$ cat src/hdl/lpd_pkg.sv
// low-power domain control register bank: shared constants and types
// assumes one 200 MHz clock; slow-clock edges arrive on a pin and are
// sampled as ordinary inputs
package lpd_pkg;

	// ------------------------------------------------------------
	// register indices (word index on the register port)
	// ------------------------------------------------------------
	localparam logic [3:0] IDX_DOMAIN_OPTIONS = 4'h0;
	localparam logic [3:0] IDX_SLEEP_TARGET_LOW = 4'h1;
	localparam logic [3:0] IDX_SLEEP_TARGET_HIGH_ALARM = 4'h2;
	localparam logic [3:0] IDX_TIMER_LATCH_CTRL = 4'h3;
	localparam logic [3:0] IDX_TIMER_VALUE_LOW = 4'h4;
	localparam logic [3:0] IDX_TIMER_VALUE_HIGH = 4'h5;
	localparam logic [3:0] IDX_SLEEP_STATE_CTRL = 4'h6;
	localparam logic [3:0] IDX_CPU_STALL_CTRL = 4'h7;
	localparam logic [3:0] IDX_SLOW_CLOCK_WAIT_CFG = 4'h8;
	localparam logic [3:0] IDX_MIN_SLEEP_CFG = 4'hb;
	localparam logic [3:0] IDX_ANALOG_POWER_CFG = 4'hc;
	localparam logic [3:0] IDX_RESET_STATE = 4'hd;
	localparam logic [3:0] IDX_WAKEUP_STATE = 4'he;
	localparam logic [3:0] IDX_IRQ_ENABLE = 4'hf;

	// ------------------------------------------------------------
	// domain_options field positions
	// ------------------------------------------------------------
	localparam int OPT_SOFT_SYSTEM_RESET = 0;
	localparam int OPT_SOFT_PRIMARY_CPU_RESET = 17;
	localparam int OPT_SOFT_SECONDARY_CPU_RESET = 18;
	// read/write bits 1..16; write-only triggers read as zero
	localparam logic [31:0] OPT_RW_MASK = 32'h0001_fffe;
	localparam logic [31:0] OPT_RESET = 32'h0000_0000;

	// ------------------------------------------------------------
	// other field positions and widths
	// ------------------------------------------------------------
	localparam int ALARM_ARM_BIT = 16;
	localparam int LATCH_REQ_BIT = 0;
	localparam int LATCH_VALID_BIT = 1;
	localparam int SS_SLEEP_REQUEST = 0;
	localparam int SS_REJECT = 1;
	localparam int SS_WAKE = 2;
	localparam int SS_COPROC_TIMER = 3;
	localparam int SS_TOUCH_TIMER = 4;
	localparam int WAIT_DELAY_LSB = 8;
	localparam int RS_CAUSE_PRI_LSB = 2;
	localparam int RS_CAUSE_SEC_LSB = 8;
	localparam int WS_MASK_LSB = 1;
	localparam int WS_CAUSE_LSB = 12;
	localparam int CAUSE_W = 6;
	localparam int WAKE_W = 11;
	localparam int IRQ_W = 9;

	// irq source bit positions
	localparam int IRQ_MAIN_TIMER = 0;
	localparam int IRQ_TIME_VALID = 4;
	localparam int IRQ_SLEEP_REJECT = 7;
	localparam int IRQ_SLEEP_WAKE = 8;
	// wake source carried by the timer alarm
	localparam int WAKE_ALARM = 10;

	// stable samples a filtered pin wake must show
	localparam logic [3:0] PIN_FILTER_CYCLES = 4'h8;

	// ------------------------------------------------------------
	// types
	// ------------------------------------------------------------
	typedef enum logic [0:0] {
		ST_AWAKE = 1'b0,
		ST_SLEEP = 1'b1
	} lpd_state_e;

	// power-force and analogue power controls toward the power switches
	typedef struct packed {
		logic [4:0] ana_power_on;    // per analogue sub-block, 1 = on
		logic plla_force_on;
		logic plla_force_off;
		logic [15:0] force_bits;     // options bits 16..1
	} lpd_pwr_s;

endpackage

$ cat src/hdl/lpd_regs.sv
// low-power domain control register bank with timer, sleep sequencing
// assumes: register port synchronous to CLOCK; SLOW_CLK and wake pins
// are asynchronous and are synchronised here
`timescale 1ns/100ps
`default_nettype none

// Overview of operation
// - request bit copies running timer into readout
// - valid flag sets once readout refreshed
// - readout split into 32-bit low, 16-bit high
// - writable 48-bit sleep target, low and high
// - alarm arm enables timer-versus-target comparison
// - write-only system and per-cpu reset triggers
// - sleep lasts at least programmed slow cycles
// - oscillator stays on programmed slow cycles first
// - coprocessor and touch start after programmed delay
// - analogue power bit one means sub-block on
// - force on/off bits for crystal, pll, bias, buses
// - block or force core reset in deep sleep
// - sleep request, reject, wake and timer enables
// - cpu stall enable bit permits stalling
// - boot vector selects and read-only reset causes
// - optional filter on pin wake events
// - masked wake sources, cause reported read-only
// - each interrupt source gated by its enable
module lpd_regs
	import lpd_pkg::*;
(
	input wire logic CLOCK,                   // 200 MHz system clock
	input wire logic RESETN,                  // async reset, active low
	input wire logic [3:0] REG_ADDR,          // register word index
	input wire logic REG_WR,                  // write strobe
	input wire logic REG_RD,                  // read strobe
	input wire logic [31:0] REG_WDATA,        // write data
	output logic [31:0] REG_RDATA,            // read data, next cycle
	input wire logic SLOW_CLK,                // slow clock pin
	input wire logic [9:0] WAKE_IN,           // wake source pins
	input wire logic [CAUSE_W-1:0] PRI_CAUSE_IN, // primary cpu reset cause
	input wire logic [CAUSE_W-1:0] SEC_CAUSE_IN, // secondary cpu cause
	input wire logic [IRQ_W-1:0] IRQ_SRC,     // external irq events
	output logic [IRQ_W-1:0] IRQ_OUT,         // gated irq events
	output lpd_pwr_s PWR_CTRL,                // power force controls
	output logic SYS_RESET_PULSE,             // system soft reset
	output logic PRI_RESET_PULSE,             // primary cpu soft reset
	output logic SEC_RESET_PULSE,             // secondary cpu soft reset
	output logic CPU_STALL_EN,                // cpu stall permitted
	output logic [1:0] BOOT_VEC_SEL,          // boot vector per cpu
	output logic SLEEP_ACTIVE,                // domain is asleep
	output logic OSC_ON,                      // fast oscillator enable
	output logic COPROC_RUN,                  // coprocessor may run
	output logic TOUCH_RUN                    // touch controller may run
);

	// ------------------------------------------------------------
	// storage
	// ------------------------------------------------------------
	logic [31:0] opt_q;            // options read/write bits
	logic [31:0] tgt_lo_q;         // sleep target low word
	logic [15:0] tgt_hi_q;         // sleep target high field
	logic alarm_arm_q;             // alarm comparison armed
	logic [47:0] timer_q;          // running slow-clock timer
	logic [47:0] latch_q;          // latched readout
	logic latch_req_q;             // latch pending next cycle
	logic latch_valid_q;           // readout refreshed
	logic [4:0] ss_q;              // sleep state control bits
	logic stall_q;                 // cpu stall enable
	logic [7:0] osc_min_q;         // oscillator minimum on cycles
	logic [15:0] start_dly_q;      // coprocessor/touch start delay
	logic [15:0] min_slp_q;        // minimum sleep cycles
	logic [6:0] ana_q;             // analogue power configuration
	logic [1:0] vsel_q;            // boot vector selects
	logic filt_en_q;               // pin wake filter enable
	logic [WAKE_W-1:0] wmask_q;    // wake source mask
	logic [WAKE_W-1:0] wcause_q;   // last wake cause
	logic [IRQ_W-1:0] irq_en_q;    // interrupt enables
	logic [31:0] rdata_q;          // read data register
	logic [2:0] rst_pulse_q;       // soft reset pulses
	logic [IRQ_W-1:0] irq_q;       // gated interrupt pulses
	lpd_state_e state_q;           // sleep sequencer state
	logic [15:0] slp_cnt_q;        // slow cycles spent asleep
	logic osc_on_q;                // oscillator enable
	logic coproc_q;                // coprocessor run
	logic touch_q;                 // touch run
	logic alarm_hit_q;             // timer reached target
	logic alarm_hit_d1_q;          // previous alarm_hit, edge detect
	logic valid_d1_q;              // previous valid, edge detect

	// synchronisers: first stage read only by second
	logic [2:0] slow_sync_q;       // [0]/[1] sync, [2] edge history
	logic [9:0] wake_s1_q;
	logic [9:0] wake_s2_q;
	logic [2*CAUSE_W-1:0] cause_s1_q;
	logic [2*CAUSE_W-1:0] cause_s2_q;
	logic [3:0] filt_cnt_q;        // pin wake stability count
	logic filt_last_q;             // last pin wake sample
	logic filt_out_q;              // filtered pin wake

	logic wr_hit_opt, slow_tick, wake_hit, pin_wake;
	logic [WAKE_W-1:0] wake_vec;
	logic [31:0] rdata_d;

	// write decode helper used by every process that takes a register write
	function automatic logic wr_at(input logic [3:0] idx);
		return REG_WR && (REG_ADDR == idx);
	endfunction

	// ------------------------------------------------------------
	// input synchronisers and slow clock edge
	// ------------------------------------------------------------
	// two flops on every asynchronous input before any logic
	always_ff @(posedge CLOCK or negedge RESETN) begin
		if (!RESETN) begin
			slow_sync_q <= 3'h0;
			wake_s1_q <= 10'h000;
			wake_s2_q <= 10'h000;
			cause_s1_q <= 12'h000;
			cause_s2_q <= 12'h000;
		end else begin
			slow_sync_q <= {slow_sync_q[1:0], SLOW_CLK};
			wake_s1_q <= WAKE_IN;
			wake_s2_q <= wake_s1_q;
			cause_s1_q <= {SEC_CAUSE_IN, PRI_CAUSE_IN};
			cause_s2_q <= cause_s1_q;
		end
	end

	// rising edge of the synchronised slow clock
	assign slow_tick = slow_sync_q[1] && !slow_sync_q[2];

	// ------------------------------------------------------------
	// pin wake filter
	// ------------------------------------------------------------
	// pin 0 must hold a level for a run of samples; trades latency
	// for immunity to glitches on a long board trace
	always_ff @(posedge CLOCK or negedge RESETN) begin
		if (!RESETN) begin
			filt_cnt_q <= 4'h0;
			filt_last_q <= 1'b0;
			filt_out_q <= 1'b0;
		end else begin
			filt_last_q <= wake_s2_q[0];
			if (wake_s2_q[0] != filt_last_q) begin
				filt_cnt_q <= 4'h0;          // level moved, restart
			end else if (filt_cnt_q != PIN_FILTER_CYCLES) begin
				filt_cnt_q <= filt_cnt_q + 4'h1;
			end else begin
				filt_out_q <= filt_last_q;   // stable long enough
			end
		end
	end

	assign pin_wake = filt_en_q ? filt_out_q : wake_s2_q[0];
	assign wake_vec = {alarm_hit_q, wake_s2_q[9:1], pin_wake};
	assign wake_hit = |(wake_vec & wmask_q);

	// ------------------------------------------------------------
	// configuration registers
	// ------------------------------------------------------------
	// plain read/write storage steering the outputs
	always_ff @(posedge CLOCK or negedge RESETN) begin
		if (!RESETN) begin
			opt_q <= OPT_RESET;
			tgt_lo_q <= 32'h0;
			tgt_hi_q <= 16'h0;
			alarm_arm_q <= 1'b0;
			stall_q <= 1'b0;
			osc_min_q <= 8'h0;
			start_dly_q <= 16'h0;
			min_slp_q <= 16'h0;
			ana_q <= 7'h0;
			vsel_q <= 2'h0;
			filt_en_q <= 1'b0;
			wmask_q <= 11'h0;
			irq_en_q <= 9'h0;
		end else begin
			if (wr_hit_opt)
				opt_q <= REG_WDATA & OPT_RW_MASK;
			if (wr_at(IDX_SLEEP_TARGET_LOW))
				tgt_lo_q <= REG_WDATA;
			if (wr_at(IDX_SLEEP_TARGET_HIGH_ALARM)) begin
				tgt_hi_q <= REG_WDATA[15:0];
				alarm_arm_q <= REG_WDATA[ALARM_ARM_BIT];
			end
			if (wr_at(IDX_CPU_STALL_CTRL))
				stall_q <= REG_WDATA[0];
			if (wr_at(IDX_SLOW_CLOCK_WAIT_CFG)) begin
				osc_min_q <= REG_WDATA[7:0];
				start_dly_q <= REG_WDATA[WAIT_DELAY_LSB +: 16];
			end
			if (wr_at(IDX_MIN_SLEEP_CFG))
				min_slp_q <= REG_WDATA[15:0];
			if (wr_at(IDX_ANALOG_POWER_CFG))
				ana_q <= REG_WDATA[6:0];
			if (wr_at(IDX_RESET_STATE))
				vsel_q <= REG_WDATA[1:0];
			if (wr_at(IDX_WAKEUP_STATE)) begin
				filt_en_q <= REG_WDATA[0];
				wmask_q <= REG_WDATA[WS_MASK_LSB +: WAKE_W];
			end
			if (wr_at(IDX_IRQ_ENABLE))
				irq_en_q <= REG_WDATA[IRQ_W-1:0];
		end
	end

	assign wr_hit_opt = wr_at(IDX_DOMAIN_OPTIONS);

	// ------------------------------------------------------------
	// soft reset triggers
	// ------------------------------------------------------------
	// one-cycle pulses; the bits themselves are never stored
	always_ff @(posedge CLOCK or negedge RESETN) begin
		if (!RESETN) begin
			rst_pulse_q <= 3'h0;
		end else begin
			rst_pulse_q[0] <= wr_hit_opt && REG_WDATA[OPT_SOFT_SYSTEM_RESET];
			rst_pulse_q[1] <= wr_hit_opt && REG_WDATA[OPT_SOFT_PRIMARY_CPU_RESET];
			rst_pulse_q[2] <= wr_hit_opt && REG_WDATA[OPT_SOFT_SECONDARY_CPU_RESET];
		end
	end

	// ------------------------------------------------------------
	// running timer and latched readout
	// ------------------------------------------------------------
	// timer advances once per slow clock rising edge
	always_ff @(posedge CLOCK or negedge RESETN) begin
		if (!RESETN) begin
			timer_q <= 48'h0;
		end else if (slow_tick) begin
			timer_q <= timer_q + 48'h1;
		end
	end

	// request clears valid; the copy one cycle later sets it again.
	// latch_q only moves on a request, so both words stay coherent
	always_ff @(posedge CLOCK or negedge RESETN) begin
		if (!RESETN) begin
			latch_req_q <= 1'b0;
			latch_q <= 48'h0;
			latch_valid_q <= 1'b0;
		end else begin
			latch_req_q <= wr_at(IDX_TIMER_LATCH_CTRL) && REG_WDATA[LATCH_REQ_BIT];
			if (latch_req_q) begin
				latch_q <= timer_q;
				latch_valid_q <= 1'b1;
			end else if (wr_at(IDX_TIMER_LATCH_CTRL) && REG_WDATA[LATCH_REQ_BIT]) begin
				latch_valid_q <= 1'b0;
			end
		end
	end

	// ------------------------------------------------------------
	// alarm comparison
	// ------------------------------------------------------------
	// compare only while armed; a disarmed alarm reads as no hit
	always_ff @(posedge CLOCK or negedge RESETN) begin
		if (!RESETN) begin
			alarm_hit_q <= 1'b0;
		end else begin
			alarm_hit_q <= alarm_arm_q && (timer_q >= {tgt_hi_q, tgt_lo_q});
		end
	end

	// ------------------------------------------------------------
	// sleep sequencer
	// ------------------------------------------------------------
	// sleep request enters sleep unless a wake is already pending,
	// in which case the request is rejected at once
	always_ff @(posedge CLOCK or negedge RESETN) begin
		if (!RESETN) begin
			state_q <= ST_AWAKE;
			ss_q <= 5'h0;
			slp_cnt_q <= 16'h0;
			wcause_q <= 11'h0;
		end else begin
			// software write first, hardware updates below override
			if (wr_at(IDX_SLEEP_STATE_CTRL))
				ss_q <= REG_WDATA[4:0];
			case (state_q)
				ST_AWAKE: begin
					slp_cnt_q <= 16'h0;
					if (ss_q[SS_SLEEP_REQUEST]) begin
						if (wake_hit) begin
							ss_q[SS_SLEEP_REQUEST] <= 1'b0;
							ss_q[SS_REJECT] <= 1'b1;       // set beats clear
						end else begin
							state_q <= ST_SLEEP;
						end
					end
				end
				ST_SLEEP: begin
					if (slow_tick && slp_cnt_q != 16'hffff)
						slp_cnt_q <= slp_cnt_q + 16'h1;
					// wake only after the minimum sleep has elapsed
					if (wake_hit && slp_cnt_q >= min_slp_q) begin
						state_q <= ST_AWAKE;
						wcause_q <= wake_vec & wmask_q;
						ss_q[SS_SLEEP_REQUEST] <= 1'b0;
						ss_q[SS_WAKE] <= 1'b1;             // set beats clear
					end
				end
				default: begin
					state_q <= ST_AWAKE;
				end
			endcase
		end
	end

	// ------------------------------------------------------------
	// oscillator and coprocessor/touch gating
	// ------------------------------------------------------------
	// counts reuse the sleep cycle count so all three share one time base
	always_ff @(posedge CLOCK or negedge RESETN) begin
		if (!RESETN) begin
			osc_on_q <= 1'b1;
			coproc_q <= 1'b0;
			touch_q <= 1'b0;
		end else begin
			osc_on_q <= (state_q != ST_SLEEP) ||
				(slp_cnt_q < {8'h0, osc_min_q});
			coproc_q <= (state_q == ST_SLEEP) && ss_q[SS_COPROC_TIMER] &&
				(slp_cnt_q >= start_dly_q);
			touch_q <= (state_q == ST_SLEEP) && ss_q[SS_TOUCH_TIMER] &&
				(slp_cnt_q >= start_dly_q);
		end
	end

	// ------------------------------------------------------------
	// interrupt gating
	// ------------------------------------------------------------
	// timer and valid events are rising edges, reject and wake are levels; a cleared enable blocks all
	always_ff @(posedge CLOCK or negedge RESETN) begin
		if (!RESETN) begin
			alarm_hit_d1_q <= 1'b0;
			valid_d1_q <= 1'b0;
			irq_q <= 9'h0;
		end else begin
			alarm_hit_d1_q <= alarm_hit_q;
			valid_d1_q <= latch_valid_q;
			irq_q <= (IRQ_SRC |
				(9'(alarm_hit_q && !alarm_hit_d1_q) << IRQ_MAIN_TIMER) |
				(9'(latch_valid_q && !valid_d1_q) << IRQ_TIME_VALID) |
				(9'(ss_q[SS_REJECT]) << IRQ_SLEEP_REJECT) |
				(9'(ss_q[SS_WAKE]) << IRQ_SLEEP_WAKE)) & irq_en_q;
		end
	end

	// ------------------------------------------------------------
	// read path
	// ------------------------------------------------------------
	// unmapped indices and write-only bits read as zero
	always_comb begin
		rdata_d = 32'h0;
		case (REG_ADDR)
			IDX_DOMAIN_OPTIONS: rdata_d = opt_q;
			IDX_SLEEP_TARGET_LOW: rdata_d = tgt_lo_q;
			IDX_SLEEP_TARGET_HIGH_ALARM: begin
				rdata_d[15:0] = tgt_hi_q;
				rdata_d[ALARM_ARM_BIT] = alarm_arm_q;
			end
			IDX_TIMER_LATCH_CTRL: rdata_d[LATCH_VALID_BIT] = latch_valid_q;
			IDX_TIMER_VALUE_LOW: rdata_d = latch_q[31:0];
			IDX_TIMER_VALUE_HIGH: rdata_d[15:0] = latch_q[47:32];
			IDX_SLEEP_STATE_CTRL: rdata_d[4:0] = ss_q;
			IDX_CPU_STALL_CTRL: rdata_d[0] = stall_q;
			IDX_SLOW_CLOCK_WAIT_CFG: begin
				rdata_d[7:0] = osc_min_q;
				rdata_d[WAIT_DELAY_LSB +: 16] = start_dly_q;
			end
			IDX_MIN_SLEEP_CFG: rdata_d[15:0] = min_slp_q;
			IDX_ANALOG_POWER_CFG: rdata_d[6:0] = ana_q;
			IDX_RESET_STATE: begin
				rdata_d[1:0] = vsel_q;
				rdata_d[RS_CAUSE_PRI_LSB +: CAUSE_W] = cause_s2_q[CAUSE_W-1:0];
				rdata_d[RS_CAUSE_SEC_LSB +: CAUSE_W] = cause_s2_q[2*CAUSE_W-1:CAUSE_W];
			end
			IDX_WAKEUP_STATE: begin
				rdata_d[0] = filt_en_q;
				rdata_d[WS_MASK_LSB +: WAKE_W] = wmask_q;
				rdata_d[WS_CAUSE_LSB +: WAKE_W] = wcause_q;
			end
			IDX_IRQ_ENABLE: rdata_d[IRQ_W-1:0] = irq_en_q;
			default: rdata_d = 32'h0;
		endcase
	end

	// read data registered; holds between reads
	always_ff @(posedge CLOCK or negedge RESETN) begin
		if (!RESETN) begin
			rdata_q <= 32'h0;
		end else if (REG_RD) begin
			rdata_q <= rdata_d;
		end
	end

	// ------------------------------------------------------------
	// outputs, all taken from flops
	// ------------------------------------------------------------
	assign REG_RDATA = rdata_q;
	assign IRQ_OUT = irq_q;
	assign PWR_CTRL.ana_power_on = ana_q[4:0];
	assign PWR_CTRL.plla_force_on = ana_q[5];
	assign PWR_CTRL.plla_force_off = ana_q[6];
	assign PWR_CTRL.force_bits = opt_q[16:1];
	assign SYS_RESET_PULSE = rst_pulse_q[0];
	assign PRI_RESET_PULSE = rst_pulse_q[1];
	assign SEC_RESET_PULSE = rst_pulse_q[2];
	assign CPU_STALL_EN = stall_q;
	assign BOOT_VEC_SEL = vsel_q;
	assign SLEEP_ACTIVE = (state_q == ST_SLEEP);
	assign OSC_ON = osc_on_q;
	assign COPROC_RUN = coproc_q;
	assign TOUCH_RUN = touch_q;

endmodule

`default_nettype wire

$ cat config.mk
export PLATFORM = sky130hd
export DESIGN_NAME = lpd_regs
export DESIGN_NICKNAME = d
export VERILOG_FILES = /design/src/hdl/lpd_pkg.sv /design/src/hdl/lpd_regs.sv
export SDC_FILE = /design/constraint.sdc
export NUM_CORES = 1
export LEC_CHECK = 0
export BUFFER_PORTS_ARGS = -buffer_cell sky130_fd_sc_hd__buf_4
export CAP_MARGIN = 15
export CELL_PAD_IN_SITES_DETAIL_PLACEMENT = 1
export CELL_PAD_IN_SITES_GLOBAL_PLACEMENT = 2
export CORE_MARGIN = 5
export CORE_UTILIZATION = 41
export DETAILED_ROUTE_END_ITERATION = 16
export PLACE_DENSITY_LB_ADDON = 0.08
export SLEW_MARGIN = 10
export SYNTH_ARGS = -nofsm -noshare
export SYNTH_HDL_FRONTEND = slang
export SYNTH_SLANG_ARGS = --single-unit
$ cat constraint.sdc
create_clock -name CLOCK -period 3.25 [get_ports CLOCK]
set_input_delay 0.325 -clock CLOCK [delete_from_list [all_inputs] [get_ports CLOCK]]
set_output_delay 0.325 -clock CLOCK [all_outputs]
set_load 0.005 [all_outputs]
==> results.json, run 1 <==
{
  "maxClockFrequency_ghz": 0.345,
  "root_buffer": "clkbuf_16",
  "p_leak_nw": 10.0,
  "crit_path_max_incr_delay_ps": 580,
  "die_y_um": 216,
  "number_of_ports_placed_on_the_die_boundary": 146,
  "detail_route.wl_per_cell_um": 25.2,
  "route.detailed.vias_per_inst": 5.63,
  "highest_count_cells_in_the_layout_ignoring_fill_and_taps": "dfrtp_1, mux2_2, buf_4",
  "worst_skew_late_latency_ps": 580,
  "cp_data_required_time_ps": 3720,
  "fin_skew_ps": 18.1,
  "number_of_unique_standard_cell_types_used_by_synthesis": 65,
  "core.rowCount": 75,
  "ys_ff_latch": 370,
  "drc_errors": 0,
  "outcome": "completed",
  "ctsLongestPathBuffers": 3,
  "yosys-top-cells-area": "dfrtp_1, mux2_2, ha_1, inv_1, xnor2_1",
  "cts_resized": 0,
  "grt_pass1_wl_um": 87800,
  "irDropWorstVdd_mv": 0.367,
  "r2r_start": "slp_cnt_q[0]",
  "drt-pass1-iter-count": 5,
  "critical_path_end_type": "register",
  "final_critical_path_required_period_ps": 2900,
  "max_slew_margin_pct": 43.2,
  "cts_made_buffers": 42,
  "layout.cells.most_common": "dfrtp_1",
  "crit_path_top_delay_cell": "a2111oi_0",
  "postSynth.asyncResetShare_pct": 100,
  "cap_violations": 0,
  "num_antenna_cells": 0,
  "die-width_um": 216,
  "syn2layout_area_growth_pct": 22.2,
  "die-area_mm2": 0.0467,
  "finish.net_count": 1860,
  "worst-slew-pin-transition_ps": 852,
  "detailed_place_hpwl_um": 42200,
  "overflow": 0,
  "ys_seq_area_share_pct": 53.2,
  "synth.net_count": 1644,
  "globalplace.congestion": 0.879,
  "synth_edf_count": 0,
  "timing_max_transition_violations_final": 0,
  "ant_nets": 0,
  "grt_max_degree": 89,
  "synth_ff_type": "dfrtp_1",
  "cts_sinks": 370,
  "sum_of_negative_setup_slack_ps": 0,
  "worstHoldStart": "REG_WDATA[18]",
  "overall_via_count_from_detail_route": 12700,
  "synth_area_mm2": 0.0174,
  "cts_tree": "built",
  "synth_largest_area_cell": "dfrtp_1",
  "finalSetupViolCount": 0,
  "worst-setup-path-type": "reg2reg",
  "worstPathArrival_ps": 3370,
  "report.final.hold_viol_count": 0,
  "track_usage_pct": 24.7,
  "worstPathCellList": "inv_1 -> ha_1 -> nand2b_1 -> a2111oi_0 -> nor3_1 -> or4_1 -> and3b_1 -> a211o_1",
  "worst_hold_path_type": "in2reg",
  "finalWirelength_um": 57000,
  "critical_path_peak_fanout": 13,
  "clk_pin_slew_ps": 70,
  "cp-start-kind": "register",
  "rsz0062_at_grt": "false",
  "syn-instance-count": 1481,
  "pwr_density_cell_mw_per_mm2": 617,
  "startpoint": "slp_cnt_q[0]",
  "start_util_pct": 41.5,
  "placeableCoreArea_mm2": 0.0419,
  "first_iter_violations": 973,
  "post-synth-top-area-fraction_pct": 53.1,
  "yosysWarningCount": 0,
  "drive_above_1_share_pct": 26.5,
  "first_global_vias": 13700,
  "cts-htree-levels": 2,
  "number_of_antenna_violations_at_the_first_check_in_global_routing": 0,
  "synthesis.area_per_instance_um2": 11.8,
  "port-buffer-count": 145,
  "filler_cell_count": 4412,
  "fin_hold_ws_ps": 23.1,
  "layout_worst_path_cycle_share_pct": 89.1
}
kinds of logic (layout without fill, tap and decap cells):
logic type | Yosys count | after routing | share of synthesized area, %
flip-flops | 370 | 370 | 53.2
AND/OR/NAND/NOR | 319 | 319 | 9.86
AO/OA/AOI/OAI | 248 | 248 | 9.97
multiplexers | 203 | 203 | 13.1
buffers and inverters | 189 | 434 | 4.26
adder cells (fa/ha/maj) | 91 | 91 | 6.54
XOR/XNOR | 61 | 61 | 3.07
through the flow:
stage	instances	setup WS, ps	cell area, µm²	power (mW)	utilization, %
finish	2265	353	21300	13.1	50.7
global route	2265	120	21300	13.8	50.7
CTS	2265	328	21300	13.3	50.7
detailed placement	2146	331	19300	8.04	46.1
global placement	2146	332	19300	7.96	46.1
floorplan	1481	884	17400	6.86	-
synth_stat cells, types with 3 or more instances:
library cell	number
mux2_2	187
o21a_1	8
a222oi_1	4
xor2_1	15
nand2_1	80
clkbuf_1	35
dfrtp_1	369
and4b_1	3
a21o_1	11
nor4_1	4
nor3_2	3
nor2b_1	11
inv_1	129
nor3_1	14
a21boi_0	5
ha_1	91
and2_1	18
a221oi_1	23
a22oi_1	44
o21ai_0	29
nor3b_1	6
nand2b_1	8
nor2_1	59
nand3_1	33
nand4_1	25
or3_1	7
a22o_1	18
a41oi_1	4
nand4b_1	3
a211oi_1	8
o2111ai_1	5
a21oi_1	43
o22ai_1	20
and3_1	17
buf_2	11
a31oi_1	9
nand3b_1	4
xnor2_1	46
a41o_1	3
o211ai_1	3
mux2i_1	15
buf_1	12
a211o_1	3
and4_1	10
metal layers:
layer / share of wire (%) / global-route usage, %
met2: 47 / 40.6
met3: 4.1 / 3.59
met5: 0 / 0
met4: 3.0 / 7.57
met1: 45 / 34.1
final timing paths:
check	slack, ps	end	depth (start not counted)
hold / removal	20	tgt_lo_q[18]	2
min in group asynchronous	360	REG_RDATA[26]	2
setup reg to reg	350	ss_q[2]	8
max in group asynchronous	1930	OSC_ON	3
setup / recovery	350	ss_q[2]	8
hold reg to reg	340	cause_s2_q[7]	0
worst max-delay path, delay by kind of cell (launching register included):
| family | cells | cell delay, ps |
|---|---|---|
| compound gates | 2 | 900 |
| fa+ha+maj | 1 | 270 |
| buf+inv | 1 | 100 |
| flops | 1 | 400 |
| simple gates | 4 | 1120 |
repair_timing:
| action | in CTS | in global routing |
|---|---|---|
| hold buffers | 46 | 0 |
| endpoints found under the hold margin | 134 | 0 |
| setup buffers | 0 | 0 |
| endpoints found under the setup margin | 0 | 0 |
cell type report:
type,instances,area [µm²],share of cell area (%)
Inverter,129,484,2.28
Sequential cell,370,9260,43.5
Multi-Input combinational cell,922,7430,34.9
Timing Repair Buffer,232,1940,9.12
Clock inverter,14,224,1.05
Clock buffer,59,1260,5.92
Tap cell,539,674,3.17
report_power, final:
group	switching (mW)	leakage, nW	internal, mW	total, mW
combinational	1.02	4.55	1.06	2.09
clock	1.96	0.735	3.17	5.12
sequential	0.702	4.74	5.22	5.92
total	3.68	10.0	9.45	13.1
flip-flops by register name (all words and copies together) (netlist names), 2 cells and up:
name          cells
timer_q          48
tgt_hi_q         16
slow_sync_q       3
rst_pulse_q       3
wmask_q          11
REG_RDATA        32
latch_q          48
osc_min_q         8
BOOT_VEC_SEL      2
ss_q              5
min_slp_q        16
wcause_q         11
start_dly_q      16
wake_s2_q        10
filt_cnt_q        4
wake_s1_q        10
tgt_lo_q         32
ana_q             7
IRQ_OUT           9
opt_q            16
cause_s2_q       12
irq_en_q          9
slp_cnt_q        16
cause_s1_q       12
(Power assumes the default switching activity.)
==> inputs of run 2 (changes only) <==
--- a/config.mk
+++ b/config.mk
@@ -13,6 +13,7 @@
 export CORE_UTILIZATION = 41
 export DETAILED_ROUTE_END_ITERATION = 16
 export PLACE_DENSITY_LB_ADDON = 0.08
+export RECOVER_POWER = 25
 export SLEW_MARGIN = 10
 export SYNTH_ARGS = -nofsm -noshare
 export SYNTH_HDL_FRONTEND = slang
==> constraint.sdc (replaced) <==
create_clock -name CLOCK -period 2.81 [get_ports CLOCK]
set_input_delay 0.281 -clock CLOCK [delete_from_list [all_inputs] [get_ports CLOCK]]
set_output_delay 0.281 -clock CLOCK [all_outputs]
set_load 0.005 [all_outputs]
==> run 2 against run 1 <==
Compared with the run above: hold slack gained 10 ps; first-iteration DRC count is 19% lower; flip-flop and latch count unchanged; routed wire length up 1.9%; the flow now finishes with violations (capacitance limit, slew limit); via count up 0.68%.
==> results.json, run 2 (synthesis results as in run 1) <==
{
  "outcome": "finished, violations left",
  "failed_checks": "capacitance limit, slew limit",
  "fin_skew_ps": 8.09,
  "overall_via_count_from_detail_route": 12800,
  "timing_max_transition_violations_final": 106,
  "drive_above_1_share_pct": 27.0,
  "worst_skew_late_latency_ps": 560,
  "finalSetupViolCount": 0,
  "postLayoutSetupSlackWorst_ps": 134,
  "switchingPower_mw": 4.24,
  "die_y_um": 216,
  "die-width_um": 216,
  "final_area_mm2": 0.0213,
  "highest_count_cells_in_the_layout_ignoring_fill_and_taps": "dfrtp_1, mux2_2, buf_4",
  "cts-htree-levels": 2,
  "ctsLongestPathBuffers": 3,
  "cts_made_buffers": 42,
  "detail_route.wl_per_cell_um": 25.4,
  "first_global_vias": 13700,
  "maxClockFrequency_ghz": 0.374,
  "drt-pass1-iter-count": 5,
  "rsz0062_at_grt": "false",
  "ant_nets": 0,
  "cp-start-kind": "register",
  "final_critical_path_required_period_ps": 2680,
  "finalWirelength_um": 58100,
  "cts_setup_buffers": 0,
  "globalplace.congestion": 0.837,
  "clockPowerShare_pct": 36.8,
  "number_of_ports_placed_on_the_die_boundary": 146,
  "finish.net_count": 1881,
  "worst-setup-path-type": "reg2reg",
  "syn2layout_area_growth_pct": 22.3,
  "drc_errors": 0,
  "pwr_density_cell_mw_per_mm2": 693,
  "placement.setup.worst_slack_ps": -9.16,
  "irDropWorstVdd_mv": 0.399,
  "max_slew_margin_pct": -54.3,
  "worst-slew-pin-transition_ps": 2310,
  "p_seq_share_pct": 46.0,
  "cts_sinks": 370,
  "number_of_antenna_violations_at_the_first_check_in_global_routing": 0,
  "postLayoutCoreUtil_pct": 50.7,
  "placeableCoreArea_mm2": 0.0419,
  "core.rowCount": 75,
  "critical_path_peak_fanout": 11,
  "critical_path_end_type": "register",
  "cts_tree": "built",
  "cellInternalPower_mw": 10.5,
  "overflow": 0,
  "start_util_pct": 41.5,
  "num_antenna_cells": 0,
  "layout.cells.most_common": "dfrtp_1",
  "cp_data_required_time_ps": 3240,
  "worstPathArrival_ps": 3100,
  "cap_violations": 2,
  "top_regs": "latch_q: 48 flops, timer_q: 48 flops",
  "clk_pin_slew_ps": 60,
  "combinationalPowerShare_pct": 17.2,
  "track_usage_pct": 24.7,
  "die-area_mm2": 0.0467,
  "first_iter_violations": 789,
  "p_sw_share_pct": 28.7,
  "layout_worst_path_cycle_share_pct": 95.2,
  "postPlaceCellArea_mm2": 0.0195,
  "grt_pass1_wl_um": 87900,
  "sum_of_negative_setup_slack_ps": 0,
  "route.detailed.vias_per_inst": 5.62,
  "port-buffer-count": 145,
  "grt_max_degree": 81,
  "fin_hold_ws_ps": 33.5,
  "detailed_place_hpwl_um": 42800,
  "root_buffer": "clkbuf_16",
  "p_leak_nw": 10.0,
  "report.final.hold_viol_count": 0,
  "worst_hold_path_type": "in2reg"
}
run 2: cell types whose count changed in the layout (fill, tap and decap cells not counted), sizes merged:
cell | before | now
buf | 186 | 174
inv | 129 | 130
dlygate4sd3 | 46 | 49
clkbuf | 59 | 87
clkinv | 8 | 11
bufinv | 6 | 2
run 2: power groups by stage:
stage / combinational [mW] / clock, mW / sequential [mW]
floorplan: 1.41 / 0 / 6.53
global placement: 2.39 / 0 / 6.86
detailed placement: 2.48 / 0 / 6.88
CTS: 2.56 / 5.56 / 6.79
global route: 2.82 / 5.78 / 6.86
finish: 2.54 / 5.42 / 6.79
run 2: repair_timing:
action	4_1_cts	5_1_grt
cloned	0	0
gates resized for setup	1	2
hold buffers	49	0
endpoints found under the hold margin	134	0
setup endpoints to repair	7	11
run 2: worst max-delay path: stages, from the launching register on:
cell	delay, ps
dfrtp_1	400
inv_1	100
ha_1	270
nand2b_1	160
a2111oi_2	400
buf_4	170
nor3_1	40
or4_1	450
and3b_2	280
buf_12	160
mux2i_1	120
run 2: through the flow:
stage,std cells,total power [mW]
floorplan,1481,7.94
global placement,2164,9.24
detailed placement,2164,9.35
CTS,2284,14.9
global route,2284,15.5
finish,2284,14.8
run 2: worst paths after layout:
check | cells after the start | to | startpoint | slack [ps]
setup reg to reg | 10 | wcause_q[5] | slp_cnt_q[0] | 130
hold / removal | 2 | min_slp_q[13] | REG_WDATA[13] | 30
hold reg to reg | 0 | cause_s2_q[7] | cause_s1_q[7] | 340
setup / recovery | 10 | wcause_q[5] | slp_cnt_q[0] | 130
max in group asynchronous | 2 | tgt_lo_q[15] | RESETN | 500
min in group asynchronous | 2 | latch_q[26] | RESETN | 960
run 2: per-layer routing:
metal	track usage, %	vias to the layer above	wire length (µm)
li1	-	5766	-
met1	33.7	6599	25400
met2	40.1	360	27500
met3	4.08	107	3100
met4	9.05	0	2140
met5	0	-	0
run 2: area by class of cell:
| class | count | area, µm² |
|---|---|---|
| fillers | 4377 | 20700 |
| flip-flops and latches | 370 | 9260 |
| multi-input cells | 922 | 7440 |
| repair buffers | 253 | 2080 |
| clock buffers | 57 | 1220 |
| well taps | 539 | 674 |
| inverters | 129 | 484 |
| clock inverters | 14 | 124 |
==> inputs of run 3 (changes only) <==
--- a/config.mk
+++ b/config.mk
@@ -5,7 +5,7 @@
 export SDC_FILE = /design/constraint.sdc
 export NUM_CORES = 1
 export LEC_CHECK = 0
-export BUFFER_PORTS_ARGS = -buffer_cell sky130_fd_sc_hd__buf_4
+export BUFFER_PORTS_ARGS = -buffer_cell sky130_fd_sc_hd__clkbuf_2
 export CAP_MARGIN = 15
 export CELL_PAD_IN_SITES_DETAIL_PLACEMENT = 1
 export CELL_PAD_IN_SITES_GLOBAL_PLACEMENT = 2
==> run 3 against run 2 <==
Compared with the run above: the run still ends with capacitance limit, slew limit left; die area did not move; largest power group unchanged; maximum frequency is 1.5% higher; register-to-register slack better by 40 ps; worst setup slack better by 41 ps; via count rose by 0.10%; combinational power is 6% lower; clock-buffer cell count is 8 higher.
==> results.json, run 3 (synthesis results as in run 1) <==
{
  "outcome": "finished, violations left",
  "failed_checks": "capacitance limit, slew limit",
  "port-buffer-count": 145,
  "ant_nets": 0,
  "worstReg2RegEnd": "wcause_q[3]",
  "drt-pass1-iter-count": 5,
  "pwr_density_cell_mw_per_mm2": 713,
  "report.final.hold_viol_count": 0,
  "sum_of_negative_setup_slack_ps": 0,
  "number_of_ports_placed_on_the_die_boundary": 146,
  "route.detailed.vias_per_inst": 5.60,
  "critical_path_end_type": "register",
  "worstPathCellList": "ha_1 -> nand2b_1 -> a2111oi_1 -> buf_4 -> nor3_1 -> or4_1 -> and3b_1 -> buf_12 -> mux2i_1",
  "cts_sinks": 370,
  "worst-slew-pin-transition_ps": 1640,
  "ctsLongestPathBuffers": 3,
  "start_util_pct": 41.5,
  "crit_path_max_incr_delay_ps": 440,
  "overall_via_count_from_detail_route": 12800,
  "die-area_mm2": 0.0467,
  "fin_hold_ws_ps": 14.5,
  "worst-setup-path-type": "reg2reg",
  "hold_depth": 2,
  "number_of_antenna_violations_at_the_first_check_in_global_routing": 0,
  "finalSetupViolCount": 0,
  "syn2layout_area_growth_pct": 21.3,
  "critical_path_peak_fanout": 11,
  "worstHoldStart": "REG_WDATA[23]",
  "placeableCoreArea_mm2": 0.0419,
  "cts_tree": "built",
  "detailed_place_hpwl_um": 43500,
  "placement.setup.worst_slack_ps": 121,
  "num_antenna_cells": 0,
  "r2r.worst_path.cells": 9,
  "worst_hold_path_type": "in2reg",
  "detail_route.wl_per_cell_um": 25.5,
  "hold-path-endpoint": "tgt_lo_q[23]",
  "fin_skew_ps": 19.0,
  "cp_data_required_time_ps": 3240,
  "core.rowCount": 75,
  "worstPathArrival_ps": 3060,
  "cellInternalPower_mw": 10.8,
  "p_seq_share_pct": 45.2,
  "first_iter_violations": 911,
  "highest_count_cells_in_the_layout_ignoring_fill_and_taps": "dfrtp_1, mux2_2, clkbuf_2",
  "p_sw_share_pct": 28.3,
  "maxClockFrequency_ghz": 0.379,
  "cp-start-kind": "register",
  "overflow": 0,
  "root_buffer": "clkbuf_16",
  "clk_pin_slew_ps": 60,
  "drive_above_1_share_pct": 27.4,
  "filler_cell_count": 4424,
  "final_critical_path_required_period_ps": 2640,
  "drc_errors": 0,
  "cts_made_buffers": 43,
  "finalWirelength_um": 58400,
  "multi_input_comb_area_mm2": 0.00743,
  "max_slew_margin_pct": -9.09,
  "track_usage_pct": 25.0,
  "cts-htree-levels": 2,
  "crit_path_top_delay_cell": "a2111oi_1",
  "grt_pass1_wl_um": 89100,
  "grt_max_degree": 65,
  "die_y_um": 216,
  "first_global_vias": 14000,
  "layout.cells.most_common": "dfrtp_1",
  "r2r_setup_slack_ps": 170,
  "globalplace.congestion": 0.845,
  "layout_worst_path_cycle_share_pct": 93.8,
  "timing_max_transition_violations_final": 57,
  "seq_area_mm2": 0.00926,
  "worst_skew_late_latency_ps": 570,
  "top_regs": "latch_q: 48 flops, timer_q: 48 flops",
  "postLayoutCoreUtil_pct": 50.3,
  "postLayoutSetupSlackWorst_ps": 174,
  "clockPowerShare_pct": 38.9,
  "cap_violations": 1,
  "rsz0062_at_grt": "false",
  "die-width_um": 216,
  "r2r_start": "min_slp_q[0]",
  "finish.net_count": 1887,
  "p_leak_nw": 10.0,
  "irDropWorstVdd_mv": 0.448,
  "combinationalPowerShare_pct": 15.9,
  "switchingPower_mw": 4.26,
  "cts_setup_buffers": 0
}
[run 3: cell count changes in the layout (fill, tap and decap cells not counted), moves of 2 or more]
cell           previous run  this run
clkinv_2                 11         7
clkbuf_2                  1       145
buf_4                   167        53
bufinv_16                 2         4
clkbuf_16                43        45
clkbuf_8                  9        12
dlygate4sd3_1            49        46
clkbuf_4                 23         2
[run 3: worst max-delay path, delay by kind of cell (launching register included)]
| family | cells | cell delay (ps) |
|---|---|---|
| AND/OR/NAND/NOR | 4 | 870 |
| AO/OA/AOI/OAI | 1 | 440 |
| flip-flops | 1 | 400 |
| buffers and inverters | 2 | 360 |
| adder cells (fa/ha/maj) | 1 | 290 |
| multiplexers | 1 | 120 |
[run 3: worst max path at each step]
stage | to | depth (start not counted) | slack [ps] | from
after floorplan | wcause_q[5] | 9 | 440 | slp_cnt_q[9]
after global placement | wcause_q[2] | 10 | 70 | slp_cnt_q[0]
after detailed placement | wcause_q[4] | 9 | 120 | min_slp_q[0]
after CTS | wcause_q[3] | 9 | 110 | min_slp_q[0]
after global routing | wcause_q[3] | 10 | 20 | slp_cnt_q[0]
final | wcause_q[3] | 9 | 170 | min_slp_q[0]
[run 3: power groups by stage]
stage	logic [mW]	clock network, mW	registers, mW
floorplan	1.41	0	6.53
global placement	2.29	0	6.86
detailed placement	2.36	0	6.89
CTS	2.44	5.99	6.80
global route	2.70	6.24	6.87
finish	2.40	5.86	6.80
[run 3: timing repair]
| action | CTS | global route |
|---|---|---|
| hold buffers | 46 | 0 |
| endpoints found under the hold margin | 99 | 0 |
| resized for setup | 0 | 1 |
| setup endpoints to repair | 0 | 3 |
[run 3: final cells by class]
class / count / share of cell area [%]
Clock inverter: 11 / 0.735
Timing Repair Buffer: 258 / 8.41
Inverter: 129 / 2.29
Multi-Input combinational cell: 922 / 35.2
Tap cell: 539 / 3.20
Sequential cell: 370 / 43.9
Clock buffer: 65 / 6.26
[run 3: routing by layer]
layer | up-vias | GRT usage, % | part of all wire [%] | wire length, µm
met1 | 6638 | 33.9 | 45 | 26200
met4 | 0 | 9.09 | 3.7 | 2150
met5 | - | 0 | 0 | 0
met3 | 102 | 4.05 | 4.4 | 2580
met2 | 325 | 40.9 | 47 | 27500
li1 | 5780 | - | - | -
[run 3: metrics by stage]
| stage | area [µm²] | power, mW | std cells |
|---|---|---|---|
| final | 21100 | 15.1 | 2294 |
| after CTS | 21200 | 15.2 | 2294 |
| after detailed placement | 19200 | 9.25 | 2172 |
| after floorplan | 17400 | 7.94 | 1481 |
| after global routing | 21100 | 15.8 | 2294 |
| after global placement | 19200 | 9.14 | 2172 |
